**src/hdl/pixel_balance_cfg.svh**
```systemverilog
// Register map, reset values and pipeline figures of the pixel datapath
`ifndef PIXEL_BALANCE_CFG_SVH
`define PIXEL_BALANCE_CFG_SVH
// Register indices on the local port
`define ADR_LEFT  4'h0
`define ADR_RIGHT 4'h1
`define ADR_SHIFT 4'h2
`define ADR_MODE  4'h3
`define ADR_STAT  4'h4
`define ADR_ACT   4'h5
`define ADR_REF   4'h8
// Status fields
`define ST_SHIFT  0
`define ST_MODE   2
`define ST_PEND   3
`define ST_RANGE  4
// Reset values: calibrated offsets and their stored references
`define RST_LEFT  8'h19
`define RST_RIGHT 8'h18
`define RST_REF   64'h0018_0000_0019_0000
// Offset setting shift: 4 setting steps per 10-bit output code (setting >> 2)
`define OFS_SH    2
// Pixel latency in clock cycles, same for both channels
`define LAT       2
`endif

```
**src/hdl/pixel_balance_pkg.sv**
```systemverilog
// Types shared by the pixel offset and shift datapath
package pixel_balance_pkg;
   typedef enum logic [1:0] {SHIFT_NONE, SHIFT_ONCE, SHIFT_TWICE} shift_t;
   typedef enum logic {MODE_10BIT, MODE_8BIT} out_mode_t;
endpackage

```
**src/hdl/ref_store.sv**
```systemverilog
// Reference offset bytes and the registered read port of the block
`timescale 1ns/1ps
`include "pixel_balance_cfg.svh"
module ref_store
   import pixel_balance_pkg::*;
#(
   parameter int DEPTH = 8
) (
   // Clock and reset
   input  wire logic        clock,
   input  wire logic        reset_n,
   // Access
   input  wire logic        wr,
   input  wire logic        rd,
   input  wire logic [2:0]  idx,
   input  wire logic [7:0]  wbyte,
   input  wire logic        reg_hit,
   input  wire logic [15:0] reg_word,
   output logic      [15:0] rdata_q
);
   localparam logic [63:0] REF_INIT = `RST_REF;
   logic [7:0] mem_q [DEPTH];
   wire  [7:0] mem_rd = mem_q[idx];

   always_ff @(posedge clock) begin
      if (!reset_n) begin
         for (int i = 0; i < DEPTH; i++) begin
            mem_q[i] <= REF_INIT[i*8 +: 8];
         end
      end else if (wr) begin
         mem_q[idx] <= wbyte;
      end
   end

   // Read data stand only in the cycle after the strobe
   always_ff @(posedge clock) begin
      if (!reset_n) begin
         rdata_q <= 16'h0000;
      end else if (rd) begin
         rdata_q <= reg_hit ? reg_word : {8'h00, mem_rd};
      end else begin
         rdata_q <= 16'h0000;
      end
   end
endmodule

```
**src/hdl/pixel_shifter.sv**
```systemverilog
// Digital shift with saturation and output width selection, one channel
`timescale 1ns/1ps
module pixel_shifter
   import pixel_balance_pkg::*;
#(
   parameter int W = 10
) (
   // Clock and reset
   input  wire logic         clock,
   input  wire logic         reset_n,
   // Sample and settings
   input  wire logic [W-1:0] sample,
   input  wire logic [1:0]   shift,
   input  wire logic         mode,
   output logic      [W-1:0] pix_q
);
   wire         sat1    = sample[W-1];
   wire         sat2    = |sample[W-1:W-2];
   wire [W-1:0] once_w  = sat1 ? '1 : {sample[W-2:0], 1'b0};
   wire [W-1:0] twice_w = sat2 ? '1 : {sample[W-3:0], 2'b00};
   // Code 3 never reaches here; it falls back to the plain sample
   wire [W-1:0] wide_w  = (shift == SHIFT_ONCE)  ? once_w :
                          (shift == SHIFT_TWICE) ? twice_w :
                          sample;
   // 8-bit output is the 10-bit result with its two low bits dropped
   wire [W-1:0] pix_d   = (mode == MODE_8BIT) ? (wide_w >> 2) :
                          wide_w;

   always_ff @(posedge clock) begin
      if (!reset_n) begin
         pix_q <= '0;
      end else begin
         pix_q <= pix_d;
      end
   end
endmodule

```
**src/hdl/pixel_shift_offset_balance.sv**
```systemverilog
// Two-channel pixel offset, digital shift and reference store
//
// Summary of operation
// - left and right offsets are separate registers, each with own write
// - offset writes take 0 to 255; a nonzero upper byte is refused
// - reference offset bytes at addresses 8..15 read back, left side first
// - in 8-bit output, offset setting +16 raises output by one
// - shift picks which converter bit group forms the pixel: x1, x2, x4
// - shift register takes none, once or twice; other codes ignored
// - 10-bit output with no shift passes all ten bits, reset default
// - 10-bit shift once sends bits 8..0 then a zero
// - shift once saturates to all ones when bit 9 is set
// - 10-bit shift twice sends bits 7..0 then two zeros
// - shift twice saturates to all ones when bit 9 or 8 is set
// - in 10-bit output, offset setting +4 raises output by one
// - 8-bit output with no shift sends bits 9..2
// - reset offsets are the calibrated values giving offset two
`timescale 1ns/1ps
`include "pixel_balance_cfg.svh"
module pixel_shift_offset_balance
   import pixel_balance_pkg::*;
#(
   parameter int W = 10
) (
   // Clock and reset
   input  wire logic         clock,
   input  wire logic         reset_n,
   // Register port
   input  wire logic [3:0]   addr,
   input  wire logic [15:0]  wdata,
   input  wire logic         wr,
   input  wire logic         rd,
   output wire logic [15:0]  rdata,
   // Converter samples
   input  wire logic         fv_in,
   input  wire logic         lv_in,
   input  wire logic [W-1:0] left_in,
   input  wire logic [W-1:0] right_in,
   // Video output
   output wire logic         fv_out,
   output wire logic         lv_out,
   output wire logic [W-1:0] left_out,
   output wire logic [W-1:0] right_out
);
   //------------------------------------------------------------------
   // Address decode
   //------------------------------------------------------------------
   function automatic logic hit(input logic [3:0] a, input logic [3:0] r);
      hit = (a == r);
   endfunction

   wire wr_left  = wr && hit(addr, `ADR_LEFT);
   wire wr_right = wr && hit(addr, `ADR_RIGHT);
   wire wr_shift = wr && hit(addr, `ADR_SHIFT);
   wire wr_mode  = wr && hit(addr, `ADR_MODE);
   wire wr_stat  = wr && hit(addr, `ADR_STAT);
   wire wr_ref   = wr && addr[3];
   wire upper_ok = (wdata[15:8] == 8'h00);
   wire shift_ok = (wdata[15:2] == 14'h0000) && (wdata[1:0] != 2'b11);
   wire range_bad = (wr_left || wr_right) && !upper_ok;

   //------------------------------------------------------------------
   // Settings written by the host
   //------------------------------------------------------------------
   logic [7:0] left_ofs_q;
   logic [7:0] right_ofs_q;
   logic [1:0] shift_q;
   logic       mode_q;
   logic       range_err_q;

   always_ff @(posedge clock) begin
      if (!reset_n) begin
         left_ofs_q  <= `RST_LEFT;
         right_ofs_q <= `RST_RIGHT;
         shift_q     <= SHIFT_NONE;
         mode_q      <= MODE_10BIT;
      end else begin
         if (wr_left && upper_ok) begin
            left_ofs_q <= wdata[7:0];
         end
         if (wr_right && upper_ok) begin
            right_ofs_q <= wdata[7:0];
         end
         if (wr_shift && shift_ok) begin
            shift_q <= wdata[1:0];
         end
         if (wr_mode) begin
            mode_q <= wdata[0];
         end
      end
   end

   // Refused offset writes leave a sticky flag; a new refusal beats the clear
   always_ff @(posedge clock) begin
      if (!reset_n) begin
         range_err_q <= 1'b0;
      end else if (range_bad) begin
         range_err_q <= 1'b1;
      end else if (wr_stat && wdata[`ST_RANGE]) begin
         range_err_q <= 1'b0;
      end
   end

   //------------------------------------------------------------------
   // Active settings, swapped only while no frame is in flight
   //------------------------------------------------------------------
   logic [7:0] act_left_q;
   logic [7:0] act_right_q;
   logic [1:0] act_shift_q;
   logic       act_mode_q;
   logic       fv_s1_q;
   logic       lv_s1_q;
   logic       fv_out_q;
   logic       lv_out_q;

   // Waiting for the pipe to drain keeps a frame's tail on old settings
   wire idle    = !fv_in && !fv_s1_q && !fv_out_q;
   wire pending = (act_left_q != left_ofs_q) || (act_right_q != right_ofs_q)
                  || (act_shift_q != shift_q) || (act_mode_q != mode_q);

   always_ff @(posedge clock) begin
      if (!reset_n) begin
         act_left_q  <= `RST_LEFT;
         act_right_q <= `RST_RIGHT;
         act_shift_q <= SHIFT_NONE;
         act_mode_q  <= MODE_10BIT;
      end else if (idle) begin
         act_left_q  <= left_ofs_q;
         act_right_q <= right_ofs_q;
         act_shift_q <= shift_q;
         act_mode_q  <= mode_q;
      end
   end

   //------------------------------------------------------------------
   // Stage 1: offset add with saturation
   //------------------------------------------------------------------
   wire [W-1:0] ch_in  [2];
   wire [7:0]   ch_ofs [2];
   wire [W-1:0] s1_d   [2];
   wire [W-1:0] pix_w  [2];
   logic [W-1:0] s1_q  [2];

   assign ch_in[0]  = left_in;
   assign ch_in[1]  = right_in;
   assign ch_ofs[0] = act_left_q;
   assign ch_ofs[1] = act_right_q;

   genvar g;
   generate
      for (g = 0; g < 2; g++) begin : g_ch
         // A quarter of the setting in 10-bit codes: 4 per code at 10 bits,
         // 16 per code once two bits are dropped for 8-bit output
         wire [W:0] sum = {1'b0, ch_in[g]} +
                          (W+1)'(ch_ofs[g] >> `OFS_SH);
         assign s1_d[g] = sum[W] ? '1 : sum[W-1:0];
         pixel_shifter #(.W(W)) u_shift (
            .clock   (clock),
            .reset_n (reset_n),
            .sample  (s1_q[g]),
            .shift   (act_shift_q),
            .mode    (act_mode_q),
            .pix_q   (pix_w[g])
         );
      end
   endgenerate

   // Both channels and the frame flags share the same two stages
   always_ff @(posedge clock) begin
      if (!reset_n) begin
         for (int c = 0; c < 2; c++) begin
            s1_q[c] <= '0;
         end
         fv_s1_q  <= 1'b0;
         lv_s1_q  <= 1'b0;
         fv_out_q <= 1'b0;
         lv_out_q <= 1'b0;
      end else begin
         for (int c = 0; c < 2; c++) begin
            s1_q[c] <= s1_d[c];
         end
         fv_s1_q  <= fv_in;
         lv_s1_q  <= lv_in;
         fv_out_q <= fv_s1_q;
         lv_out_q <= lv_s1_q;
      end
   end

   assign fv_out    = fv_out_q;
   assign lv_out    = lv_out_q;
   assign left_out  = pix_w[0];
   assign right_out = pix_w[1];

   //------------------------------------------------------------------
   // Read mux and reference store
   //------------------------------------------------------------------
   wire [15:0] stat_w = {11'h000, range_err_q, pending, mode_q, shift_q};
   wire [15:0] act_w  = {act_right_q, act_left_q};
   wire [15:0] reg_word =
      hit(addr, `ADR_LEFT)  ? {8'h00, left_ofs_q}  :
      hit(addr, `ADR_RIGHT) ? {8'h00, right_ofs_q} :
      hit(addr, `ADR_SHIFT) ? {14'h0000, shift_q}  :
      hit(addr, `ADR_MODE)  ? {15'h0000, mode_q}   :
      hit(addr, `ADR_STAT)  ? stat_w :
      hit(addr, `ADR_ACT)   ? act_w  : 16'h0000;

   ref_store #(.DEPTH(8)) u_ref (
      .clock    (clock),
      .reset_n  (reset_n),
      .wr       (wr_ref),
      .rd       (rd),
      .idx      (addr[2:0]),
      .wbyte    (wdata[7:0]),
      .reg_hit  (!addr[3]),
      .reg_word (reg_word),
      .rdata_q  (rdata)
   );
endmodule

```
**config.mk**
```make
export PLATFORM = sky130hd
export DESIGN_NAME = pixel_shift_offset_balance
export DESIGN_NICKNAME = d
export VERILOG_FILES = /design/src/hdl/pixel_balance_pkg.sv /design/src/hdl/ref_store.sv /design/src/hdl/pixel_shifter.sv /design/src/hdl/pixel_shift_offset_balance.sv
export VERILOG_INCLUDE_DIRS = /design/src /design/src/hdl
export SDC_FILE = /design/constraint.sdc
export NUM_CORES = 1
export LEC_CHECK = 0
export ABC_AREA = 1
export ABC_CLOCK_PERIOD_IN_PS = 5140
export BUFFER_PORTS_ARGS = -buffer_cell sky130_fd_sc_hd__buf_2
export CORE_UTILIZATION = 63
export DETAILED_ROUTE_END_ITERATION = 7
export PLACE_DENSITY = 0.95
export SLEW_MARGIN = 20
export SYNTH_ARGS = -nofsm -noshare
export SYNTH_HDL_FRONTEND = slang
export SYNTH_SLANG_ARGS = --single-unit
```
**constraint.sdc**
```tcl
create_clock -name clock -period 5.14 [get_ports clock]
set_input_delay 0.257 -clock clock [delete_from_list [all_inputs] [get_ports clock]]
set_output_delay 0.257 -clock clock [all_outputs]
set_load 0.01 [all_outputs]
```
Word-level counts from Yosys, hierarchy flattened:

Memories as Yosys holds them, arrays and structs flattened.
Cells that the tools add are included.

* bitwise gates (word level): 5
* add/subtract/negate cells: 2
* reductions and logical operators: 32
* equality and inequality tests: 12
* multiplexer cells: 31

Operators by type and width (count)
* 10-bit 2-to-1 mux: 12
* 8-bit 2-to-1 mux: 10
* 10-bit by 6-bit adder with 11-bit output: 2
* 8-bit != test: 2
* 1-bit logical AND: 14
* 14-bit zero test: 1
* 9-bit OR reduction: 1
* 4-bit by 2-bit equality test with 1-bit output (second input constant): 2
* 4-bit by 3-bit equality test with 1-bit output (second input constant): 2
* 8-bit zero test: 1
* 1-bit 2-to-1 mux: 8
* 8-bit OR reduction: 1
* 2-bit OR reduction: 3
* 4-bit by 1-bit equality test with 1-bit output (second input constant): 1
* 1-bit zero test: 4
* 4-bit zero test: 1
* 1-bit logical OR: 4
* 3-bit 2-to-1 mux: 1
* 1-bit NOT: 3
* 2-bit by 1-bit equality test with 1-bit output (second input constant): 1
* 2-bit equality test (second input constant): 1
* 2-bit != test: 1
* 2-bit != test (second input constant): 1
* 1-bit bitwise OR: 2
* 3 further kinds: 3

* register bits after elaboration: 79
* word-level logic and storage cells: 103
* memories kept: 2
* input port bits: 46
* bits in writable memories: 84
* output and inout port bits: 38

Memories
* u_ref.mem_q: depth 8, bits a word 8, read ports 1, clocked after memory_dff 0, write ports 8, line ref_store.sv:22 `logic [7:0] mem_q [DEPTH];`
* s1_q: depth 2, bits a word 10, read ports 2, clocked after memory_dff 0, write ports 2, line pixel_shift_offset_balance.sv:142 `logic [W-1:0] s1_q [2];`

Longest topological paths before layout:

Gate-level depths: netlist of the first run.

* depth after elaboration: 10
* mapped depth: 11

Modules after synthesis:

Synthesis of the first run repeated with hierarchy kept, for this count alone.

* cells, all modules: 1126
* area total of the unflattened synthesis: 8391.8 um^2

Modules (own cells, without submodules)
* ref_store: instances 1, cells an instance 396, seq. area each 2242.2 um^2, area an instance 3632.2 um^2
* pixel_shift_offset_balance: instances 1, cells an instance 512, seq. area each 1261.2 um^2, area an instance 3513.4 um^2
* pixel_shifter: instances 2, cells an instance 109, seq. area each 200.2 um^2, area an instance 623.1 um^2

Least setup slack after synthesis of the first run:

OpenSTA, ideal clock, no wires.

* path type: register to register
* from: register act_left_q[2]
* to: memory s1_q[0][1]
* arrival: 1.697 ns
* cell stages (with the launch flop): 11
* slack: 3.387 ns
* path through: dfxtp_1 > ha_1 > inv_1 > fa_1 > o21ai_2 > nand2_1 > nor2_1 > inv_1 > nand2_1 > nand2_1 > inv_1

RTL lines
* start, declared: line pixel_shift_offset_balance.sv:107 `logic [7:0] act_left_q;`
* start signal, assigned: line pixel_shift_offset_balance.sv:123 `` act_left_q <= `RST_LEFT; ``
* start signal, assigned: line pixel_shift_offset_balance.sv:128 `act_left_q <= left_ofs_q;`
* end, declared: line pixel_shift_offset_balance.sv:142

==> results.cfg, run 1 <==
[routing]
vias = 7070
drt_pre_antenna_iters = 6
wl_per_cell_um = 18.3
routed_wl_mm = 20.9
drt_iter0_drc = 1041
ant_nets = 0
vias_per_cell = 6.21
route.detailed.drc = 0

[die]
die_h_um = 113
start_util = 0.660
die_x_um = 113
io_pins = 84
rows = 39
die-area_um2 = 12700
coreArea_um2 = 11700

[sta]
relSlewSlack = 0.515
setup-violations-final = 0
setup_ws_ns = 2.75
min_period_ns = 2.39
worst_slew_pin_slew_ns = 0.721
setup-tns-final_ns = 0
period_share = 0.466
hold_violations = 0
clock_skew_ns = 0.0123
timing.fmax_mhz = 418
rsz0062_at_grt = false
finalMaxSlewViolations = 0

[worst_hold_path]
worstHoldPathType = input port to register
hold_end = lv_s1_q
hp-start = lv_in
holdPathStages = 3

[power_and_ir_drop]
p_leak_nw = 3.79
ir_drop_uv = 248
power_density_nw_per_um2 = 356

[place]
pre_cts_ws_ns = 2.44
port_buffers = 83
hpwl_mm = 13.5
gp_congestion = 0.985

[logic_synthesis]
yosysTopAreaCell = dfxtp_1
synthCells = 909
synth_top_area_share = 0.258
synthArstFlopShare = 0
ys_top_cells_by_count = nand2_1 (154), nor2_1 (122), dfxtp_1 (99)
ys.flop_type = dfxtp_1
ys_seq_elements = 163
syn_area_um2 = 7690
synth_edf_count = 64
synthTopCellsByArea = dfxtp_1 (26%), edfxtp_1 (25%), nand2_1 (7.5%)
syn_nets = 969
synth.avg_cell_area_um2 = 8.46
yosysWarnings = 0
synthMostInstantiatedCell = nand2_1
yosysSeqAreaShare = 0.507
synth_cell_types = 50

[clocking]
clock_latency_ns = 0.44
clock_path_buffers = 2
clk_pin_slew_worst_paths_ns = 0.07
cts_root_buf = clkbuf_16
cts_sinks = 163
cts_tree = yes
cts_buffers = 17
ctsResizeCount = 0
post_cts_buffers = 0
htree_levels = 4
holdBufCountCts = 0

[grt]
grt_pass1_wl_mm = 33.7
grt_pass1_vias = 6807
gr-total-overflow = 0
grt_antenna_before_repair = 0
grt_max_degree = 65
track_usage = 0.350

[run]
maxCapViolCount = 0

[critical_path]
critical_path_peak_fanout = 64
reg2reg_from = act_left_q[2]
cp.required_ns = 5.25
r2r_end = s1_q[0][5]
startpoint_type = input port
crit_type = input port to register
ff2ff_setup_slack_ns = 2.95
arrival_ns = 2.50
crit_path_end_kind = register
rr_worst_depth = 8

[finish]
n_antenna_cell = 0
areaGrowthSynthToFinish_pct = 13.0
nets = 1042
drive_above_1_share = 0.165

[outcome]
status = finished clean
cells by family (layout without fill, tap and decap cells):
group,after synthesis,count (layout),share of synthesized area
XOR/XNOR,16,16,0.0182
AND/OR/NAND/NOR,342,342,0.194
buffers and inverters,144,230,0.0776
adder cells (fa/ha/maj),14,14,0.0247
AO/OA/AOI/OAI,230,230,0.179
flip-flops,163,163,0.507
placed cells by master (no fill, tap or decap), types with 4 or more instances in the layout:
cell type and instances:
nand4_1 5, a21oi_1 91, o21ai_0 57, dfxtp_1 99
nor3_2 4, clkbuf_16 17, o2111ai_1 6, nor2_4 6
inv_1 96, clkinv_1 6, o211ai_1 18, clkinv_2 4
ha_1 12, edfxtp_1 64, o211ai_2 5, nor2_1 122
xnor2_1 13, inv_6 4, o31ai_1 4, nor2_2 4
o22ai_1 21, nor3_1 5, nand2_1 154, inv_2 10
nand2_2 6, buf_2 83, a211oi_1 12, nand3_1 25
registers in the layout, indices dropped and copies added, names as in the netlist, 8 cells and up:
signal              cells
u_ref.mem_q            64
g_ch.u_shift.pix_q     20
s1_q                   20
u_ref.rdata_q          16
act_left_q              8
act_right_q             8
left_ofs_q              8
right_ofs_q             8
metrics by stage:
| step | power, W | std cells | area [um^2] | utilization | hold WS (ns) |
|---|---|---|---|---|---|
| final | 0.00309 | 1138 | 8690 | 0.746 | 0.00241 |
| after global routing | 0.00318 | 1138 | 8690 | 0.746 | 0.0208 |
| after CTS | 0.00307 | 1138 | 8690 | 0.746 | 0.000646 |
| after detailed placement | 0.00187 | 1106 | 8140 | 0.698 | 0.403 |
| after global placement | 0.00186 | 1106 | 8140 | 0.698 | 0.396 |
| after floorplan | 0.00175 | 909 | 7690 | - | 0.355 |
metal layers:
metal,GRT usage,vias to the layer above,routed length (um),part of all wire
met5,0,-,0,0
met4,0.233,0,1310,0.063
met3,0.0799,120,2290,0.11
met2,0.571,525,9710,0.47
met1,0.416,3210,7560,0.36
li1,-,3215,-,-
area by class of cell:
class,count,area [um^2]
repair buffers,85,430
well taps,143,179
clock inverters,14,128
clock buffers,18,429
fillers,714,2970
multi-input cells,602,3200
flip-flops and latches,163,3900
inverters,113,427
how the worst max path moves through the flow:
| stage | from | end | slack, ns | depth (start not counted) |
|---|---|---|---|---|
| after floorplan | act_left_q[2] | s1_q[0][1] | 3.39 | 10 |
| after global placement | reset_n | u_ref.mem_q[7][5] | 2.50 | 8 |
| after detailed placement | reset_n | u_ref.mem_q[7][5] | 2.44 | 8 |
| after CTS | reset_n | u_ref.mem_q[7][2] | 2.85 | 8 |
| after global routing | reset_n | u_ref.mem_q[3][0] | 2.61 | 8 |
| final | reset_n | u_ref.mem_q[7][1] | 2.75 | 8 |
worst max-delay path, stage by stage:
cell and delay, ns:
buf_2 0.09, buf_4 0.54, inv_1 0.43, nor3_2 0.31, inv_2 0.11, nor2_4 0.20
nand3_2 0.20, nand2_1 0.34
report_power, final:
part | switching, W | internal, W
clock | 0.000551 | 0.000671
combinational | 0.000273 | 0.000136
sequential | 0.0000397 | 0.00142
total | 0.000864 | 0.00223
Note: power is estimated with default switching activity, not from simulation.
==> inputs of run 2 (changes only) <==
--- a/config.mk
+++ b/config.mk
@@ -7,11 +7,11 @@
 export NUM_CORES = 1
 export LEC_CHECK = 0
 export ABC_AREA = 1
-export ABC_CLOCK_PERIOD_IN_PS = 5140
+export ABC_CLOCK_PERIOD_IN_PS = 2100
 export BUFFER_PORTS_ARGS = -buffer_cell sky130_fd_sc_hd__buf_2
-export CORE_UTILIZATION = 63
+export CORE_UTILIZATION = 53
 export DETAILED_ROUTE_END_ITERATION = 7
-export PLACE_DENSITY = 0.95
+export PLACE_DENSITY = 0.87
 export SLEW_MARGIN = 20
 export SYNTH_ARGS = -nofsm -noshare
 export SYNTH_HDL_FRONTEND = slang
==> constraint.sdc (replaced) <==
create_clock -name clock -period 2.1 [get_ports clock]
set_input_delay 0.105 -clock clock [delete_from_list [all_inputs] [get_ports clock]]
set_output_delay 0.105 -clock clock [all_outputs]
set_load 0.01 [all_outputs]
==> results.cfg, run 2 (synthesis results as in run 1) <==
[outcome]
status = finished clean

[routing]
drt_iter0_drc = 715
ant_nets = 0
vias = 6884
drt_pre_antenna_iters = 6
vias_per_cell = 5.74
route.detailed.drc = 0
wl_per_cell_um = 16.3
routed_wl_mm = 19.5

[sta]
setup-violations-final = 0
timing.fmax_mhz = 528
setup-tns-final_ns = 0
clock_skew_ns = 0.00788
finalMaxSlewViolations = 0
worst_slew_pin_slew_ns = 0.671
whs_ns = 0.0139
relSlewSlack = 0.553
min_period_ns = 1.90
rsz0062_at_grt = false
period_share = 0.903
hold_violations = 0

[place]
hpwl_mm = 13.9
port_buffers = 83
gp_congestion = 0.946

[finish]
fillers = 1113
largest_registers = u_ref.mem_q (64), g_ch.u_shift.pix_q (20), s1_q (20)
final_common_cell = nand2_1
drive_above_1_share = 0.180
largest_reg_flops = 64
final_cell_mix = nand2_1 (154), nor2_1 (121), dfxtp_1 (99)
areaGrowthSynthToFinish_pct = 16.8
nets = 1066
regMostFlops = u_ref.mem_q
n_antenna_cell = 0

[critical_path]
r2r_end = s1_q[0][1]
arrival_ns = 2.27
ff2ff_setup_slack_ns = 0.20
critical_path_peak_fanout = 5
reg2reg_from = act_left_q[2]
cp.required_ns = 2.47
rr_worst_depth = 10
setup.worst_path.start = act_left_q[2]
crit_path_end_kind = register
crit_type = register to register
startpoint_type = register
crit_end = s1_q[0][1]

[grt]
grt_pass1_vias = 6612
gr-total-overflow = 0
track_usage = 0.280
grt_pass1_wl_mm = 31.7
grt_max_degree = 64
grt_antenna_before_repair = 0

[clocking]
clk_pin_slew_worst_paths_ns = 0.06
cts_tree = yes
clock_latency_ns = 0.43
cts_root_buf = clkbuf_16
cts_sinks = 163
cts_buffers = 17
htree_levels = 4
clock_path_buffers = 2

[worst_hold_path]
holdPathStages = 3
worstHoldPathType = input port to register

[die]
start_util = 0.548
die_h_um = 122
die-area_um2 = 15000
coreArea_um2 = 14000
die_x_um = 122
rows = 43
io_pins = 84

[power_and_ir_drop]
ir_drop_uv = 817
p_leak_nw = 3.91
power_density_nw_per_um2 = 856

[run]
maxCapViolCount = 0
-- run 2: cell types whose count changed in the layout (fill, tap and decap cells not counted), moves of 2 or more --
cell,before,now
buf_4,2,18
dlygate4sd3_1,0,8
clkinv_2,4,2
clkinv_4,1,3
clkinvlp_4,3,1
-- run 2: repair_timing --
| item | CTS | global route |
|---|---|---|
| hold buffers | 8 | 0 |
| gates resized for setup | 0 | 4 |
| setup buffers | 0 | 1 |
| endpoints found under the setup margin | 0 | 9 |
| hold endpoints to repair | 6 | 0 |
-- run 2: area by class of cell --
cell class                      count  area (um^2)  share of cell area
Sequential cell                   163         3900               0.434
Multi-Input combinational cell    602         3210               0.357
Timing Repair Buffer              109          631              0.0702
Clock buffer                       19          443              0.0493
Inverter                          113          427              0.0475
Tap cell                          180          225              0.0251
Clock inverter                     13          148              0.0164
-- run 2: worst max-delay path: stages (launching register included) --
cell	delay [ns]
dfxtp_1	0.39
ha_1	0.21
inv_1	0.07
fa_2	0.38
o21ai_2	0.21
nand2_1	0.15
nor2_4	0.13
inv_1	0.10
nand2_1	0.08
nand2_1	0.05
inv_1	0.07
-- run 2: per-layer routing --
layer	vias up	track usage	share of wire	wire length, um
li1	3265	-	-	-
met1	3168	0.324	0.38	7480
met2	375	0.478	0.49	9540
met3	76	0.0637	0.083	1630
met4	0	0.154	0.046	894
met5	-	0	0	0
-- run 2: power by group --
group	internal, W	switching, W	total [W]
clock network	0.00180	0.00130	0.00311
logic	0.000361	0.000653	0.00101
registers	0.00348	0.0000862	0.00357
total	0.00565	0.00204	0.00769
-- run 2: how the worst min path moves through the flow --
stage                      startpoint     endpoint  slack (ns)
after CTS                  left_in[6]   s1_q[0][8]       0.002
after global routing               wr       mode_q        0.02
after detailed placement        lv_in      lv_s1_q        0.29
after floorplan                 fv_in      fv_s1_q        0.20
final                     right_in[6]  s1_q[0][16]        0.01
after global placement          lv_in      lv_s1_q        0.28
-- run 2: stage by stage --
stage                util  total power (W)  instance area (um^2)  std cells  worst slack (ns)
finish              0.640          0.00769                  8990       1199             0.205
global route        0.640          0.00801                  8990       1199            0.0176
CTS                 0.639          0.00769                  8970       1198            0.0358
detailed placement  0.591          0.00461                  8300       1158            0.0991
global placement    0.591          0.00458                  8300       1158             0.198
floorplan               -          0.00429                  7690        909             0.347
==> inputs of run 3 (changes only) <==
--- a/config.mk
+++ b/config.mk
@@ -6,7 +6,6 @@
 export SDC_FILE = /design/constraint.sdc
 export NUM_CORES = 1
 export LEC_CHECK = 0
-export ABC_AREA = 1
 export ABC_CLOCK_PERIOD_IN_PS = 2100
 export BUFFER_PORTS_ARGS = -buffer_cell sky130_fd_sc_hd__buf_2
 export CORE_UTILIZATION = 53
==> results.cfg, run 3 <==
[die]
die_x_um = 124
start_util = 0.545
die-area_um2 = 15400
coreArea_um2 = 14500
die_h_um = 124
io_pins = 84
rows = 44

[sta]
setup-tns-final_ns = 0
relSlewSlack = 0.564
hold_violations = 0
whs_ns = 0.0203
worst_slew_pin_slew_ns = 0.655
setup-violations-final = 0
timing.fmax_mhz = 498
period_share = 0.957
min_period_ns = 2.01
clock_skew_ns = 0.00886
finalMaxSlewViolations = 0

[clocking]
cts_tree = yes
clock_path_buffers = 2
cts_root_buf = clkbuf_16
htree_levels = 4
clk_pin_slew_worst_paths_ns = 0.06
post_cts_buffers = 0
clock_latency_ns = 0.43
cts_sinks = 163
cts_buffers = 17

[logic_synthesis]
synthCells = 770
synth_cell_types = 64
yosysTopAreaCell = dfxtp_1
yosysWarnings = 0
synth.avg_cell_area_um2 = 10.3
ys.flop_type = dfxtp_1
ys_seq_elements = 163
synthMostInstantiatedCell = dfxtp_1
syn_area_um2 = 7920
synth_edf_count = 64
synth_top_area_share = 0.250
syn_nets = 830
yosysSeqAreaShare = 0.493
ys_top_cells_by_count = dfxtp_1 (99), nand2_1 (77), and2_1 (71)
synthArstFlopShare = 0
synthTopCellsByArea = dfxtp_1 (25%), edfxtp_1 (24%), and2_1 (5.6%)

[outcome]
status = finished clean

[routing]
drt_iter0_drc = 639
wl_per_cell_um = 17.9
route.detailed.drc = 0
vias = 6269
routed_wl_mm = 18.8
ant_nets = 0
vias_per_cell = 5.96
drt_pre_antenna_iters = 5

[worst_hold_path]
worstHoldPathType = input port to register
holdPathStages = 3

[critical_path]
crit_path_end_kind = register
cp.required_ns = 2.45
max_stage_delay_ns = 0.40
critical_path_peak_fanout = 7
arrival_ns = 2.36
slowest_stage = fa_1
crit_type = register to register
rr_worst_depth = 8
startpoint_type = register
path_cells = ha_1 > inv_1 > fa_1 > nor2b_1 > o31a_1 > o21ai_2 > a21o_1 > a21oi_1

[power_and_ir_drop]
ir_drop_uv = 616
power_density_nw_per_um2 = 800
p_leak_nw = 3.80
power_w = 0.00741

[finish]
largest_reg_flops = 64
largest_registers = u_ref.mem_q (64), g_ch.u_shift.pix_q (20), s1_q (20)
final_cell_mix = dfxtp_1 (99), buf_2 (83), nand2_1 (77)
nets = 915
fillers = 1114
utilization = 0.637
n_antenna_cell = 0
multiInputGateArea_um2 = 3740
areaGrowthSynthToFinish_pct = 16.8
regMostFlops = u_ref.mem_q
drive_above_1_share = 0.206
final_common_cell = dfxtp_1
seq_area_um2 = 3900

[place]
port_buffers = 83
hpwl_mm = 13.0
gp_congestion = 0.903

[run]
maxCapViolCount = 0

[grt]
grt_pass1_vias = 6002
track_usage = 0.250
grt_pass1_wl_mm = 30.4
grt_antenna_before_repair = 0
grt_max_degree = 35
gr-total-overflow = 0
[run 3: changes by cell type after synthesis, moves of 14 or more]
cell,previous run,this run
clkbuf_1,14,31
mux4_2,0,16
nand2_1,154,77
nand2b_1,0,23
nor2_1,122,49
mux2i_1,0,28
and2_1,0,71
nand3_1,25,11
inv_1,96,17
o21ai_0,57,28
a21oi_1,91,44
[run 3: per-stage QoR]
stage / instances / instance area, um^2 / worst slack [ns]
detailed placement: 1013 / 8540 / 0.0502
global route: 1052 / 9260 / -0.0155
finish: 1052 / 9260 / 0.0903
CTS: 1052 / 9250 / 0.0482
global placement: 1013 / 8540 / 0.126
floorplan: 770 / 7920 / 0.208
[run 3: cell type report]
class,instances,area share
sequential,163,0.422
clock buffer,24,0.0588
tap,184,0.0249
clock inverter,8,0.00919
multi-input combinational,538,0.404
inverter,19,0.00770
timing repair buffer,116,0.0735
[run 3: where the power goes]
part	internal (W)	switching (W)
Combinational	0.000283	0.000405
Sequential	0.00343	0.0000788
Clock	0.00194	0.00127
Total	0.00565	0.00175
[run 3: kinds of logic after synthesis]
| kind of cell | share of synthesized area |
|---|---|
| AOI/OAI and AO/OA | 0.145 |
| xor gates and xnor gates | 0.0265 |
| adders and majority gates | 0.0240 |
| buffers and inverters | 0.0377 |
| DFF | 0.493 |
| muxes | 0.0851 |
| and+or+nand+nor | 0.189 |
[run 3: final timing paths]
| check | startpoint | to | slack (ns) |
|---|---|---|---|
| setup reg to reg | act_right_q[2] | s1_q[0][13] | 0.09 |
| setup / recovery | act_right_q[2] | s1_q[0][13] | 0.09 |
| hold reg to reg | lv_s1_q | lv_out | 0.43 |
| hold / removal | right_in[6] | s1_q[0][16] | 0.02 |
[run 3: critical path: cells and delay by family, from the launching register on]
| family | cells | cell delay (ns) |
|---|---|---|
| simple gates | 1 | 0.19 |
| flops | 1 | 0.34 |
| buf+inv | 1 | 0.07 |
| compound gates | 4 | 0.75 |
| fa+ha+maj | 2 | 0.60 |
[run 3: repair_timing]
| action | 4_1_cts | 5_1_grt |
|---|---|---|
| endpoints found under the setup margin | 6 | 15 |
| hold buffers | 7 | 0 |
| endpoints found under the hold margin | 6 | 0 |
| gates resized for setup | 1 | 2 |
| pin swaps | 0 | 3 |
[run 3: routing by layer]
metal / wire length (um) / vias up / track usage
li1: - / 2941 / -
met1: 7530 / 2968 / 0.310
met2: 9240 / 300 / 0.416
met3: 1390 / 60 / 0.0503
met4: 668 / 0 / 0.123
met5: 0 / - / 0
